===== config.mk =====
export PLATFORM = sky130hd
export DESIGN_NAME = pvp_vendor_page
export DESIGN_NICKNAME = d
export VERILOG_FILES = /design/src/core/pvp_pkg.sv /design/src/core/pvp_reset_stretch.sv /design/src/core/pvp_vendor_page.sv
export SDC_FILE = /design/constraint.sdc
export NUM_CORES = 1
export LEC_CHECK = 0
export ABC_AREA = 1
export BUFFER_PORTS_ARGS = -buffer_cell sky130_fd_sc_hd__buf_4
export CELL_PAD_IN_SITES_DETAIL_PLACEMENT = 0
export CELL_PAD_IN_SITES_GLOBAL_PLACEMENT = 1
export CORE_UTILIZATION = 25
export CTS_CLUSTER_SIZE = 28
export DETAILED_ROUTE_END_ITERATION = 7
export PLACE_DENSITY_LB_ADDON = 0.1
export SETUP_SLACK_MARGIN = 0.05
export SYNTH_ARGS = -nofsm -noshare
export SYNTH_HDL_FRONTEND = slang
export SYNTH_SLANG_ARGS = --single-unit

===== constraint.sdc =====
create_clock -name clk_in -period 1.68 [get_ports clk_in]
set_input_delay 0.252 -clock clk_in [delete_from_list [all_inputs] [get_ports clk_in]]
set_output_delay 0.252 -clock clk_in [all_outputs]
set_load 0.05 [all_outputs]

===== src/core/pvp_pkg.sv =====
// Package for the vendor control page of the two-port serial-bus PHY.
// Assumes a single device clock and asynchronous active-high reset.
package pvp_pkg;
	// Register addresses (4-bit); base page is unpaged, speed and soft reset are paged
	localparam logic [3:0] ADDR_ARB_SPEED = 4'h8;
	localparam logic [3:0] ADDR_SOFT_RESET = 4'he;
	localparam logic [3:0] ADDR_BASE_PAGE = 4'h7;
	localparam logic [2:0] PAGE_VENDOR = 3'h7;
	// Field positions
	localparam int NULL_HOLD_BIT = 0;
	localparam int SPEED_LSB = 6;
	localparam int SOFT_RESET_BIT = 0;
	localparam int PAGE_LSB = 5;
	// Speed codes
	localparam logic [1:0] SPD_S100 = 2'h0;
	localparam logic [1:0] SPD_S200 = 2'h1;
	localparam logic [1:0] SPD_S400 = 2'h2;
	localparam logic [1:0] SPD_ILLEGAL = 2'h3;
	localparam logic [2:0] REQ_SPD_S400 = 3'h2;
	// Packet lengths in bits
	localparam logic [15:0] ACK_BITS = 16'h0008;
	localparam logic [3:0] REQ_LEN_SHORT = 4'h7;
	localparam logic [3:0] REQ_LEN_LONG = 4'h8;
	// Reset values
	localparam logic NULL_HOLD_RESET = 1'b0;
	localparam logic [1:0] SPEED_RESET = SPD_S400;
	localparam logic [2:0] PAGE_RESET = 3'h0;
	localparam logic [7:0] BYTE_ZERO = 8'h00;
	localparam int RESET_STRETCH = 4;
	localparam logic [2:0] STRETCH_LAST = 3'h4;

	// Register request from the link
	typedef struct packed {
		logic rd;
		logic wr;
		logic [3:0] addr;
		logic [7:0] data;
	} pvp_reg_req_s;

	// Bus request from the link: raw bits and length
	typedef struct packed {
		logic valid;
		logic [3:0] len;
		logic [7:0] bits;
	} pvp_bus_req_s;

	// Received packet summary
	typedef struct packed {
		logic done;
		logic [15:0] nbits;
	} pvp_rx_pkt_s;

	typedef enum logic [1:0] {
		PVP_IDLE,
		PVP_NULL_PFX,
		PVP_NULL_END
	} pvp_tx_e;
endpackage : pvp_pkg


===== src/core/pvp_reset_stretch.sv =====
// Stretches a one-cycle software hard reset request into a reset pulse.
// Assumes the request is synchronous to clk_in.
`timescale 1ns/1ps
module pvp_reset_stretch
	import pvp_pkg::*;
(
	input wire logic clk_in,
	input wire logic rst_in,
	input wire logic req_in,
	output logic soft_rst_out
);
	typedef struct packed {
		logic [2:0] cnt;
		logic act;
	} pvp_str_s;
	pvp_str_s st_reg;
	pvp_str_s st_next;

	// Count a fixed number of cycles after a request
	always_comb begin
		st_next = st_reg;
		if (req_in) begin
			st_next.act = 1'b1;
			st_next.cnt = 3'h0;
		end else if (st_reg.act) begin
			if (st_reg.cnt == STRETCH_LAST) begin
				st_next.act = 1'b0;
			end else begin
				st_next.cnt = st_reg.cnt + 3'h1;
			end
		end
	end

	// State register under hard reset only
	always_ff @(posedge clk_in or posedge rst_in) begin
		if (rst_in) begin
			st_reg <= '0;
		end else begin
			st_reg <= st_next;
		end
	end

	assign soft_rst_out = st_reg.act;
endmodule : pvp_reset_stretch


===== src/core/pvp_vendor_page.sv =====
// Vendor-dependent control page of the PHY and the logic it steers.
// Assumes link requests are synchronous to clk_in; straps are static.
`timescale 1ns/1ps
module pvp_vendor_page
	import pvp_pkg::*;
(
	input wire logic clk_in,
	input wire logic rst_in,
	input pvp_reg_req_s reg_req_in,
	input pvp_bus_req_s bus_req_in,
	input pvp_rx_pkt_s rx_pkt_in,
	input wire logic fair_req_in,
	input wire logic prio_req_in,
	input wire logic [2:0] power_class_straps_in,
	input wire logic pwr_class_wr_in,
	input wire logic [2:0] pwr_class_data_in,
	output logic [7:0] rd_data_out,
	output logic rd_valid_out,
	output logic fair_pend_out,
	output logic prio_pend_out,
	output logic [1:0] self_id_rate_field_out,
	output logic [1:0] peer_speed_signal_out,
	output logic [2:0] self_id_pwr_out,
	output logic [2:0] req_speed_out,
	output logic req_ok_out,
	output logic data_prefix_out,
	output logic data_end_out,
	output logic null_packet_request_hold_out,
	output logic hard_reset_out
);
	typedef struct packed {
		logic null_hold;
		logic [1:0] link_speed;
		logic [2:0] page;
		logic [2:0] pwr;
		logic strap_load;
		logic fair;
		logic prio;
		logic [7:0] rdata;
		logic rvalid;
		logic [2:0] rspd;
		logic rok;
		pvp_tx_e tx;
		logic pfx;
		logic dend;
		logic swr_pulse;
		logic [1:0] peer;
	} pvp_state_s;

	pvp_state_s st_reg;
	pvp_state_s st_next;
	logic soft_rst;
	logic int_rst;
	logic vendor_sel;
	logic clear_req;
	logic [2:0] dec_spd;

	// Software reset pulse is stretched and merged into the block reset
	pvp_reset_stretch u_stretch (
		.clk_in(clk_in),
		.rst_in(rst_in),
		.req_in(st_reg.swr_pulse),
		.soft_rst_out(soft_rst)
	);
	assign int_rst = rst_in | soft_rst;

	assign vendor_sel = (st_reg.page == PAGE_VENDOR);

	// Packet clear decision per hold option
	always_comb begin
		if (st_reg.null_hold) begin
			clear_req = rx_pkt_in.done && (rx_pkt_in.nbits > ACK_BITS);
		end else begin
			clear_req = rx_pkt_in.done && (rx_pkt_in.nbits != ACK_BITS);
		end
	end

	// Speed decode: 7-bit form has 2-bit code in low bits, 8-bit form 3-bit
	always_comb begin
		if (bus_req_in.len == REQ_LEN_LONG) begin
			dec_spd = bus_req_in.bits[2:0];
		end else begin
			dec_spd = {1'b0, bus_req_in.bits[1:0]};
		end
	end

	// Next-state logic
	always_comb begin
		st_next = st_reg;
		st_next.rvalid = 1'b0;
		st_next.swr_pulse = 1'b0;
		st_next.strap_load = 1'b0;
		st_next.pfx = 1'b0;
		st_next.dend = 1'b0;
		// Peers always hear S400, whatever the link speed holds
		st_next.peer = SPD_S400;
		// Straps loaded once after reset release
		if (st_reg.strap_load) begin
			st_next.pwr = power_class_straps_in;
		end else if (pwr_class_wr_in) begin
			st_next.pwr = pwr_class_data_in;
		end
		// Register writes
		if (reg_req_in.wr) begin
			if (reg_req_in.addr == ADDR_BASE_PAGE) begin
				st_next.page = reg_req_in.data[PAGE_LSB +: 3];
			end else if (vendor_sel && reg_req_in.addr == ADDR_ARB_SPEED) begin
				st_next.null_hold = reg_req_in.data[NULL_HOLD_BIT];
				st_next.link_speed = reg_req_in.data[SPEED_LSB +: 2];
			end else if (vendor_sel && reg_req_in.addr == ADDR_SOFT_RESET) begin
				st_next.swr_pulse = reg_req_in.data[SOFT_RESET_BIT];
			end
		end
		// Register reads; reserved bits and reset bit read zero
		if (reg_req_in.rd) begin
			st_next.rvalid = 1'b1;
			st_next.rdata = BYTE_ZERO;
			if (reg_req_in.addr == ADDR_BASE_PAGE) begin
				st_next.rdata[PAGE_LSB +: 3] = st_reg.page;
			end else if (vendor_sel && reg_req_in.addr == ADDR_ARB_SPEED) begin
				st_next.rdata[NULL_HOLD_BIT] = st_reg.null_hold;
				st_next.rdata[SPEED_LSB +: 2] = st_reg.link_speed;
			end
		end
		// Pending arbitration requests; a new request wins over a clear
		st_next.fair = fair_req_in | (st_reg.fair & ~clear_req);
		st_next.prio = prio_req_in | (st_reg.prio & ~clear_req);
		// Bus request handling
		if (bus_req_in.valid) begin
			st_next.rspd = dec_spd;
			st_next.rok = (dec_spd <= REQ_SPD_S400);
		end
		// Null packet transmit sequence
		case (st_reg.tx)
			PVP_IDLE: begin
				if (bus_req_in.valid && dec_spd > REQ_SPD_S400) begin
					st_next.tx = PVP_NULL_PFX;
				end
			end
			PVP_NULL_PFX: begin
				st_next.pfx = 1'b1;
				st_next.tx = PVP_NULL_END;
			end
			PVP_NULL_END: begin
				st_next.dend = 1'b1;
				st_next.tx = PVP_IDLE;
			end
			default: begin
				st_next.tx = PVP_IDLE;
			end
		endcase
	end

	// State register under hard or software reset
	always_ff @(posedge clk_in or posedge int_rst) begin
		if (int_rst) begin
			st_reg <= '0;
			st_reg.null_hold <= NULL_HOLD_RESET;
			st_reg.link_speed <= SPEED_RESET;
			st_reg.page <= PAGE_RESET;
			st_reg.strap_load <= 1'b1;
			st_reg.tx <= PVP_IDLE;
			st_reg.peer <= SPD_S400;
		end else begin
			st_reg <= st_next;
		end
	end

	// Outputs straight from state
	assign rd_data_out = st_reg.rdata;
	assign rd_valid_out = st_reg.rvalid;
	assign fair_pend_out = st_reg.fair;
	assign prio_pend_out = st_reg.prio;
	assign self_id_rate_field_out = st_reg.link_speed;
	assign peer_speed_signal_out = st_reg.peer;
	assign self_id_pwr_out = st_reg.pwr;
	assign req_speed_out = st_reg.rspd;
	assign req_ok_out = st_reg.rok;
	assign data_prefix_out = st_reg.pfx;
	assign data_end_out = st_reg.dend;
	assign null_packet_request_hold_out = st_reg.null_hold;
	assign hard_reset_out = soft_rst;

	// Checks
	a_hold_keeps_req: assert property (@(posedge clk_in) disable iff (int_rst)
		st_reg.null_hold && st_reg.fair && !fair_req_in && rx_pkt_in.done
		&& rx_pkt_in.nbits <= ACK_BITS |=> st_reg.fair)
		else $error("hold set lost fair request");
	a_noh_clears_req: assert property (@(posedge clk_in) disable iff (int_rst)
		!st_reg.null_hold && !fair_req_in && rx_pkt_in.done
		&& rx_pkt_in.nbits != ACK_BITS |=> !st_reg.fair)
		else $error("fair request not cleared");
	a_speed_write: assert property (@(posedge clk_in) disable iff (int_rst)
		reg_req_in.wr && vendor_sel && reg_req_in.addr == ADDR_ARB_SPEED
		|=> self_id_rate_field_out == $past(reg_req_in.data[SPEED_LSB +: 2]))
		else $error("link speed write lost");
	a_peer_s400: assert property (@(posedge clk_in) disable iff (int_rst)
		peer_speed_signal_out == SPD_S400)
		else $error("peer speed not S400");
	a_swr_reads_zero: assert property (@(posedge clk_in) disable iff (int_rst)
		reg_req_in.rd && vendor_sel && reg_req_in.addr == ADDR_SOFT_RESET
		|=> rd_data_out == BYTE_ZERO)
		else $error("soft reset bit read nonzero");
	a_swr_resets: assert property (@(posedge clk_in) disable iff (rst_in)
		reg_req_in.wr && vendor_sel && reg_req_in.addr == ADDR_SOFT_RESET
		&& reg_req_in.data[SOFT_RESET_BIT] |-> ##2 soft_rst)
		else $error("soft reset not performed");
	a_null_packet: assert property (@(posedge clk_in) disable iff (int_rst)
		st_reg.tx == PVP_IDLE && bus_req_in.valid && dec_spd > REQ_SPD_S400
		|=> ##1 data_prefix_out ##1 data_end_out)
		else $error("null packet sequence wrong");
	a_page_gate: assert property (@(posedge clk_in) disable iff (int_rst)
		reg_req_in.wr && !vendor_sel && reg_req_in.addr == ADDR_ARB_SPEED
		|=> $stable(st_reg.link_speed))
		else $error("vendor write without page");

	// Pending request clearing, both kinds, both hold settings
	a_prio_keep: assert property (
		@(posedge clk_in) disable iff (int_rst)
		st_reg.null_hold && st_reg.prio && !prio_req_in && rx_pkt_in.done
		&& rx_pkt_in.nbits <= ACK_BITS |=> st_reg.prio)
		else $error("hold set lost priority request");
	a_prio_clear: assert property (
		@(posedge clk_in) disable iff (int_rst)
		!st_reg.null_hold && !prio_req_in && rx_pkt_in.done
		&& rx_pkt_in.nbits != ACK_BITS |=> !st_reg.prio)
		else $error("priority request not cleared");
	a_long_clear: assert property (
		@(posedge clk_in) disable iff (int_rst)
		st_reg.null_hold && !fair_req_in && rx_pkt_in.done
		&& rx_pkt_in.nbits > ACK_BITS |=> !st_reg.fair)
		else $error("long packet kept fair request");
	a_ack_keeps: assert property (
		@(posedge clk_in) disable iff (int_rst)
		!st_reg.null_hold && st_reg.fair && rx_pkt_in.done
		&& rx_pkt_in.nbits == ACK_BITS |=> st_reg.fair)
		else $error("acknowledge cleared fair request");
	a_req_sets: assert property (
		@(posedge clk_in) disable iff (int_rst)
		fair_req_in |=> fair_pend_out)
		else $error("fair request not pending");

	// Vendor fields change only by their own write
	a_hold_write: assert property (
		@(posedge clk_in) disable iff (int_rst)
		reg_req_in.wr && vendor_sel && reg_req_in.addr == ADDR_ARB_SPEED
		|=> null_packet_request_hold_out == $past(reg_req_in.data[0+NULL_HOLD_BIT]))
		else $error("hold bit write lost");
	a_hold_stable: assert property (
		@(posedge clk_in) disable iff (int_rst)
		!(reg_req_in.wr && vendor_sel && reg_req_in.addr == ADDR_ARB_SPEED)
		|=> $stable(st_reg.null_hold))
		else $error("hold bit changed without write");
	a_speed_stable: assert property (
		@(posedge clk_in) disable iff (int_rst)
		!(reg_req_in.wr && vendor_sel && reg_req_in.addr == ADDR_ARB_SPEED)
		|=> $stable(st_reg.link_speed))
		else $error("link speed changed without write");

	// Read answers of the vendor page
	a_hold_read: assert property (
		@(posedge clk_in) disable iff (int_rst)
		reg_req_in.rd && vendor_sel && reg_req_in.addr == ADDR_ARB_SPEED
		|=> rd_data_out[NULL_HOLD_BIT] == $past(st_reg.null_hold))
		else $error("hold bit read wrong");
	a_speed_read: assert property (
		@(posedge clk_in) disable iff (int_rst)
		reg_req_in.rd && vendor_sel && reg_req_in.addr == ADDR_ARB_SPEED
		|=> rd_data_out[SPEED_LSB +: 2] == $past(st_reg.link_speed))
		else $error("link speed read wrong");
	a_rsvd_read: assert property (
		@(posedge clk_in) disable iff (int_rst)
		reg_req_in.rd && vendor_sel && reg_req_in.addr == ADDR_ARB_SPEED
		|=> rd_data_out[SPEED_LSB - 1 : NULL_HOLD_BIT + 1] == 5'h00)
		else $error("reserved bits read nonzero");
	a_read_valid: assert property (
		@(posedge clk_in) disable iff (int_rst)
		reg_req_in.rd |=> rd_valid_out)
		else $error("read not answered");
	a_unpaged_read: assert property (
		@(posedge clk_in) disable iff (int_rst)
		reg_req_in.rd && !vendor_sel && reg_req_in.addr != ADDR_BASE_PAGE
		|=> rd_data_out == BYTE_ZERO)
		else $error("vendor data seen without page");
	a_unmapped_read: assert property (
		@(posedge clk_in) disable iff (int_rst)
		reg_req_in.rd && reg_req_in.addr != ADDR_ARB_SPEED
		&& reg_req_in.addr != ADDR_BASE_PAGE |=> rd_data_out == BYTE_ZERO)
		else $error("unmapped read nonzero");

	// Bus request decode and null packet framing
	a_short_decode: assert property (
		@(posedge clk_in) disable iff (int_rst)
		bus_req_in.valid && bus_req_in.len == REQ_LEN_SHORT
		|=> req_speed_out == {1'b0, $past(bus_req_in.bits[1:0])})
		else $error("short request decoded wrong");
	a_long_decode: assert property (
		@(posedge clk_in) disable iff (int_rst)
		bus_req_in.valid && bus_req_in.len == REQ_LEN_LONG
		|=> req_speed_out == $past(bus_req_in.bits[2:0]))
		else $error("long request decoded wrong");
	a_prefix_idle: assert property (
		@(posedge clk_in) disable iff (int_rst)
		st_reg.tx == PVP_IDLE |=> !data_prefix_out)
		else $error("prefix without over-speed request");
	a_end_follows: assert property (
		@(posedge clk_in) disable iff (int_rst)
		data_prefix_out |=> data_end_out && !data_prefix_out)
		else $error("data end not right after prefix");

	// Power class from straps, then from register writes
	a_strap_load: assert property (
		@(posedge clk_in) disable iff (int_rst)
		st_reg.strap_load |=> self_id_pwr_out == $past(power_class_straps_in))
		else $error("straps not loaded");
	a_pwr_write: assert property (
		@(posedge clk_in) disable iff (int_rst)
		pwr_class_wr_in && !st_reg.strap_load
		|=> self_id_pwr_out == $past(pwr_class_data_in))
		else $error("power class write lost");
endmodule : pvp_vendor_page


# After elaboration in Yosys (flattened, before gate mapping)
# Cells that the tools add are included.
# word_totals
ff_bits,30
latch_bits,0
mem_bits_rw,0
romBits,0
inputBits,55
output_inout_bits,26
word_cells,72
memories,0
# op_classes
n_addsub,1
n_mul,0
div,0
order_cmp,3
eq_ne,11
shift,0
mux,22
bitwise_logic,7
n_reduce_logical,11
# ops
op,count
"> comparator 16 x 4 -> 1 bit, second input constant",1
"!= test 16 x 4 -> 1 bit, second input constant",1
"== test 4 bit, second input constant",3
2-to-1 mux 1 bit,12
2-to-1 mux 3 bit,4
2-to-1 mux 4 bit,2
"== test 3 bit, second input constant",2
2-to-1 mux 2 bit,3
logical AND 1 bit,5
"== test 4 x 3 -> 1 bit, second input constant",1
"!= test 2 bit, second input constant",2
one-hot mux 2 bit (2 select lines),1
AND reduction 2 bit,2
nonzero test 2 bit,2
"adder 3 x 1 -> 3 bit, second input constant",1
"> comparator 3 x 2 -> 1 bit, second input constant",1
"<= comparator 3 x 2 -> 1 bit, second input constant",1
bitwise OR 1 bit,3
AND reduction 3 bit,1
AND 1 bit,2
"== test 2 x 1 -> 1 bit, second input constant",1
"== test 2 bit, second input constant",1
zero test 2 bit,1
inverter 1 bit,2

# Longest topological paths before layout
# Gate-level depths: netlist of the first run.
# logic_depth
ltp_word,6
ltp_mapped,7

# Modules after synthesis
# A second synthesis of the first run with hierarchy kept.
# hier_totals
hier_cells,180
hier_area_um2,1529.0
# by_module_without_submodules
mod,n_inst,cells_each,area_per_inst_um2
pvp_vendor_page,1,155,1298.7
pvp_reset_stretch,1,25,230.2

# Worst setup path after synthesis of the first run
# No wires, ideal clock.
# synth_timing
path_kind,flip-flop to flip-flop
from,"reg st_reg, in the netlist null_packet_request_hold_out"
to,"reg st_reg, in the netlist fair_pend_out"
setup_time_ps,65
arrival_time_ps,1077
path_slack_ps,538
path_stages_with_launch,7
synth_period_minus_slack_ps,1142
path_cell_list,dfrtp_1 > nor2_1 > nor2_1 > nand3_1 > nand2_1 > nand2_1 > nand2_1
# synth_rtl
item,line,rtl
from (decl),pvp_vendor_page.sv:50,pvp_state_s st_reg;
from (signal assigned),pvp_vendor_page.sv:165,st_reg <= st_next;

# Worst setup path in the final report of the first run
# layout_timing
from,"reg st_reg, in the netlist self_id_rate_field_out[1]"
to,out self_id_rate_field_out[1]
# layout_rtl
item,line,rtl
to (decl),pvp_vendor_page.sv:21,"output logic [1:0] self_id_rate_field_out,"
# No word-level cell between the ends.

==> impl_metrics.json, run 1 <==
{
  "cp_max_fo": 3,
  "mostFrequentLayoutCells": "66 x buf_4, 53 x nand2_1, 28 x dfrtp_1, 20 x inv_1, 18 x nor2_1",
  "htreeDepth": 2,
  "fp-row-count": 27,
  "drc": 0,
  "synthToLayoutAreaGrowth_pct": 39.03,
  "synth_warnings": 0,
  "seqPwrFrac_pct": 46.1,
  "critPathTopFamily": "flip-flops",
  "postCtsSetupBuffers": 0,
  "overflow": 0,
  "io_buffer_count": 65,
  "cts_buffers": 5,
  "cp_data_required_time_ps": 1430,
  "ys_types": 18,
  "largest_reg_flops": 7,
  "hold_slack_ps": 133.7,
  "cts_tree": "done",
  "drive_above_1_share_pct": 34.85,
  "status": "complete, no violations",
  "cts_resized": 0,
  "worst_ep_arrival_time_ps": 1030,
  "grt_first_pass_wirelength_um": 5361,
  "globalplace.congestion": 0.6515,
  "powerDensity_nw_per_um2": 859.8,
  "ant_nets": 0,
  "period_share_pct": 76.12,
  "ir_worst_vdd_mv": 0.4205,
  "slowest_stage": "dfstp_2",
  "insertion_delay_ps": 280,
  "netlist_area_um2": 1478,
  "tns_ps": 0,
  "max_stage_delay_ps": 550,
  "antenna_found_initial": 0,
  "drv_cap": 0,
  "cp-start-kind": "register",
  "design.core.area_um2": 5608,
  "ios": 81,
  "instances_no_fill": 313,
  "comb_power_share_pct": 20.2,
  "clk_pin_slew_ps": 70,
  "max_freq_mhz": 782.0,
  "ys_seq_elements": 30,
  "grt_setup_unrepaired": "false",
  "dp.final_hpwl_um": 2468,
  "hold_viol_final": 0,
  "clockBufferDepth": 2,
  "postSynthCellCount": 179,
  "reg2reg_slack_ps": 520,
  "fin_crit_ps": 1279,
  "first_pass_iters": 4,
  "setup_viol": 0,
  "worstPathCellList": "buf_4",
  "dpl.cell_count": 304,
  "drv_slew": 0,
  "wirelength_um": 3095,
  "vias": 1238,
  "root_buffer": "clkbuf_8",
  "switching_power_uw": 520.1,
  "fp.dieH_um": 78.88,
  "die-width_um": 78.88,
  "critical_path_class": "reg -> out",
  "grt_start_max_net_pins": 27,
  "yosysSeqAreaShare_pct": 50.97,
  "viasPerCell": 3.955,
  "skew_ps": 7.634,
  "cts_sinks": 30,
  "critPathBufInv": 1,
  "leakage_nw": 1.131,
  "drt-initial-drc-count": 39,
  "clkPwrFrac_pct": 33.7,
  "layout_commonest_cell": "buf_4",
  "grtUsageTotal_pct": 11.11,
  "dieArea_um2": 6222,
  "end_kind": "output port",
  "min_path_type": "in -> reg",
  "avgSynthCellArea_um2": 8.255,
  "start_util_pct": 26.35,
  "route.detailed.wl_per_inst_um": 9.888,
  "sw_frac_of_total_pct": 29.45,
  "first_global_vias": 1264,
  "internal_power_mw": 1.246,
  "antennaDiodeCount": 0,
  "nNetsFinal": 297
}
power groups by stage:
stage	registers [mW]	clock network, mW	logic [mW]
2_1_floorplan	0.852	0	0.212
3_3_place_gp	0.828	0	0.363
3_5_place_dp	0.828	0	0.362
4_1_cts	0.815	0.626	0.364
5_1_grt	0.823	0.662	0.397
6_report	0.814	0.595	0.357
final cells by class:
cell class / count / area [µm²]
tap: 72 / 90.09
timing repair buffer: 67 / 505.5
fill: 627 / 3553
sequential: 30 / 753.2
inverter: 21 / 78.83
clock inverter: 2 / 12.51
clock buffer: 6 / 82.58
multi-input combinational: 115 / 531.8
cell families after synthesis:
group	synth area share, %
AOI/OAI and AO/OA	4.911
other	0.5082
and+or+nand+nor	27.43
DFF	50.97
adders and majority gates	1.693
buffers and inverters	14.48
routing by layer:
metal  vias up  share of wire (%)  GRT usage [%]
met5         -                  0              0
met1       538                 44          13.48
met2        39                 46          18.26
met4         0                1.3          4.364
li1        656                  -              -
met3         5                7.8          3.563
path summary, 6_finish.rpt:
kind,start,endpoint,depth (start not counted)
max in group asynchronous,rst_in,st_reg[22],4
setup reg to reg,st_reg[26],self_id_rate_field_out[0],5
hold reg to reg,st_reg[5],data_end_out,1
hold / removal,reg_req_in[13],rd_valid_out,1
min in group asynchronous,rst_in,u_stretch.soft_rst_out,3
setup / recovery,self_id_rate_field_out[1],self_id_rate_field_out[1],1
cell usage after synthesis:
cell type / number / share of area [%]
nand2_1: 53 / 13
o21ai_2: 2 / 1.2
o21ai_0: 7 / 2.4
a21oi_1: 2 / 0.68
nand2_2: 2 / 0.85
ha_1: 2 / 1.7
conb_1: 2 / 0.51
nor2_1: 19 / 4.8
dfrtp_1: 28 / 47
inv_2: 1 / 0.25
nor4_1: 1 / 0.42
inv_1: 20 / 5.1
o21ai_1: 2 / 0.68
nand3_1: 13 / 4.4
buf_4: 18 / 9.1
dfstp_2: 2 / 3.6
nand4_1: 3 / 1.3
nor3_4: 2 / 2.2
through the flow:
stage / worst slack (ps) / power (mW) / util (%) / cell area, µm²
after detailed placement: 478.8 / 1.189 / 34.76 / 1949
after floorplan: 210.4 / 1.064 / - / 1499
final: 401.2 / 1.766 / 36.64 / 2054
after global placement: 471.1 / 1.191 / 34.76 / 1949
after CTS: 380.8 / 1.805 / 36.64 / 2054
after global routing: 365.1 / 1.881 / 36.64 / 2054
worst reg2reg max path: stages, from the launching register on:
cell and delay [ps]:
dfrtp_1 380, nand3_1 160, nor3_4 230, nand2_2 150, nand2_1 100, o21ai_2 50
timing repair:
item / CTS / global route
endpoints found under the setup margin: 0 / 0
hold buffers: 1 / 0
hold endpoints to repair: 4 / 0
No activity file was read; power rests on OpenSTA's default activity.
==> run 2, diff against run 1 <==
Clock period 1.68 ns to 1.05 ns, I/O delays scaled along.
==> impl_metrics.json, run 2 (same netlist as run 1, synthesis figures left out) <==
{
  "status": "complete, but fails checks",
  "violations": "setup timing",
  "viasPerCell": 4.015,
  "htreeDepth": 2,
  "setup_viol": 3,
  "design.core.area_um2": 5608,
  "min_path_type": "in -> reg",
  "wirelength_um": 3289,
  "drive_above_1_share_pct": 47.91,
  "layout_commonest_cell": "buf_4",
  "final_util_pct": 43.15,
  "cp_data_required_time_ps": 890,
  "slowest_stage": "dfstp_2",
  "die-width_um": 78.88,
  "synthToLayoutAreaGrowth_pct": 63.76,
  "first_pass_iters": 4,
  "cp-start-kind": "register",
  "clk_pin_slew_ps": 60,
  "first_global_vias": 1228,
  "insertion_delay_ps": 270,
  "drt-initial-drc-count": 41,
  "io_buffer_count": 65,
  "worst_ep_arrival_time_ps": 970,
  "hold_viol_final": 0,
  "route.detailed.wl_per_inst_um": 9.818,
  "clockBufferDepth": 2,
  "antenna_found_initial": 0,
  "powerDensity_nw_per_um2": 1272,
  "largest_reg_flops": 7,
  "grtUsageTotal_pct": 11.25,
  "grt_start_max_net_pins": 27,
  "fin_crit_ps": 1124,
  "vias": 1345,
  "max_stage_delay_ps": 550,
  "grt_first_pass_wirelength_um": 5319,
  "drv_cap": 0,
  "dp.final_hpwl_um": 2473,
  "cts_tree": "done",
  "cp_max_fo": 2,
  "critPathBufInv": 1,
  "mostFrequentLayoutCells": "65 x buf_4, 45 x nand2_1, 26 x dfrtp_1, 19 x buf_6",
  "end_kind": "output port",
  "ir_worst_vdd_mv": 0.7225,
  "ios": 81,
  "drv_slew": 0,
  "critPathTopFamily": "flip-flops",
  "period_share_pct": 107.1,
  "root_buffer": "clkbuf_8",
  "cts_sinks": 30,
  "antennaDiodeCount": 0,
  "overflow": 0,
  "skew_ps": 6.017,
  "nNetsFinal": 319,
  "fp.dieH_um": 78.88,
  "finalPower_mw": 3.078,
  "n_fill_cell": 599,
  "worstPathCellList": "buf_8",
  "leakage_nw": 1.298,
  "start_util_pct": 26.35,
  "setup_slack_ps": -74.34,
  "globalplace.congestion": 0.7388,
  "fp-row-count": 27,
  "cts_buffers": 5,
  "tns_ps": -93.91,
  "drc": 0,
  "ant_nets": 0,
  "max_freq_mhz": 889.4,
  "grt_setup_unrepaired": "true",
  "dieArea_um2": 6222,
  "critical_path_class": "reg -> out",
  "post-place-ws_ps": -19.25
}
-- run 2: cell count changes in the layout (fill, tap and decap cells not counted), sizes merged --
cell,change
buf,+22
-- run 2: stage by stage --
step / instance area, µm² / instances / hold slack [ps]
final: 2420 / 335 / 54.84
after CTS: 2328 / 329 / 45.07
after floorplan: 1514 / 184 / -76.49
after detailed placement: 2037 / 312 / 85.97
after global routing: 2420 / 335 / 37.09
after global placement: 2037 / 312 / 85.60
-- run 2: final cells by class --
cell class	count	area, µm²	share of cell area (%)
Tap cell	72	90.09	3.723
Clock inverter	2	12.51	0.5171
Timing Repair Buffer	89	777.0	32.11
Clock buffer	6	82.58	3.413
Sequential cell	30	755.7	31.23
Inverter	21	78.83	3.257
Multi-Input combinational cell	115	623.1	25.75
-- run 2: power breakdown --
group	switching (mW)	internal [mW]	total, mW
sequential	0.0598	1.25	1.31
clock	0.437	0.526	0.963
combinational	0.425	0.385	0.809
total	0.921	2.16	3.08
-- run 2: metal layers --
metal	global-route usage (%)	wire (µm)	up-vias
met4	3.273	19	0
met2	18.87	1760	41
met3	4.483	207	2
met1	13.24	1302	604
li1	-	-	698
met5	0	0	-
-- run 2: what timing repair did --
item / 4_1_cts / 5_1_grt
resized for setup: 34 / 12
hold endpoints to repair: 28 / 0
hold buffers: 1 / 0
buffers inserted: 8 / 6
pin swaps: 6 / 9
endpoints found under the setup margin: 25 / 30
-- run 2: final timing paths --
check	from	end	slack (ps)	cells past startpoint
worst max register to register	st_reg[26]	null_packet_request_hold_out	-10	5
worst min register to register	st_reg[5]	data_end_out	420	1
worst min-delay path	reg_req_in[13]	rd_valid_out	50	1
min in group asynchronous	rst_in	u_stretch.st_reg[3]	350	3
max in group asynchronous	u_stretch.soft_rst_out	self_id_rate_field_out[1]	280	3
worst max-delay path	self_id_rate_field_out[1]	self_id_rate_field_out[1]	-70	1
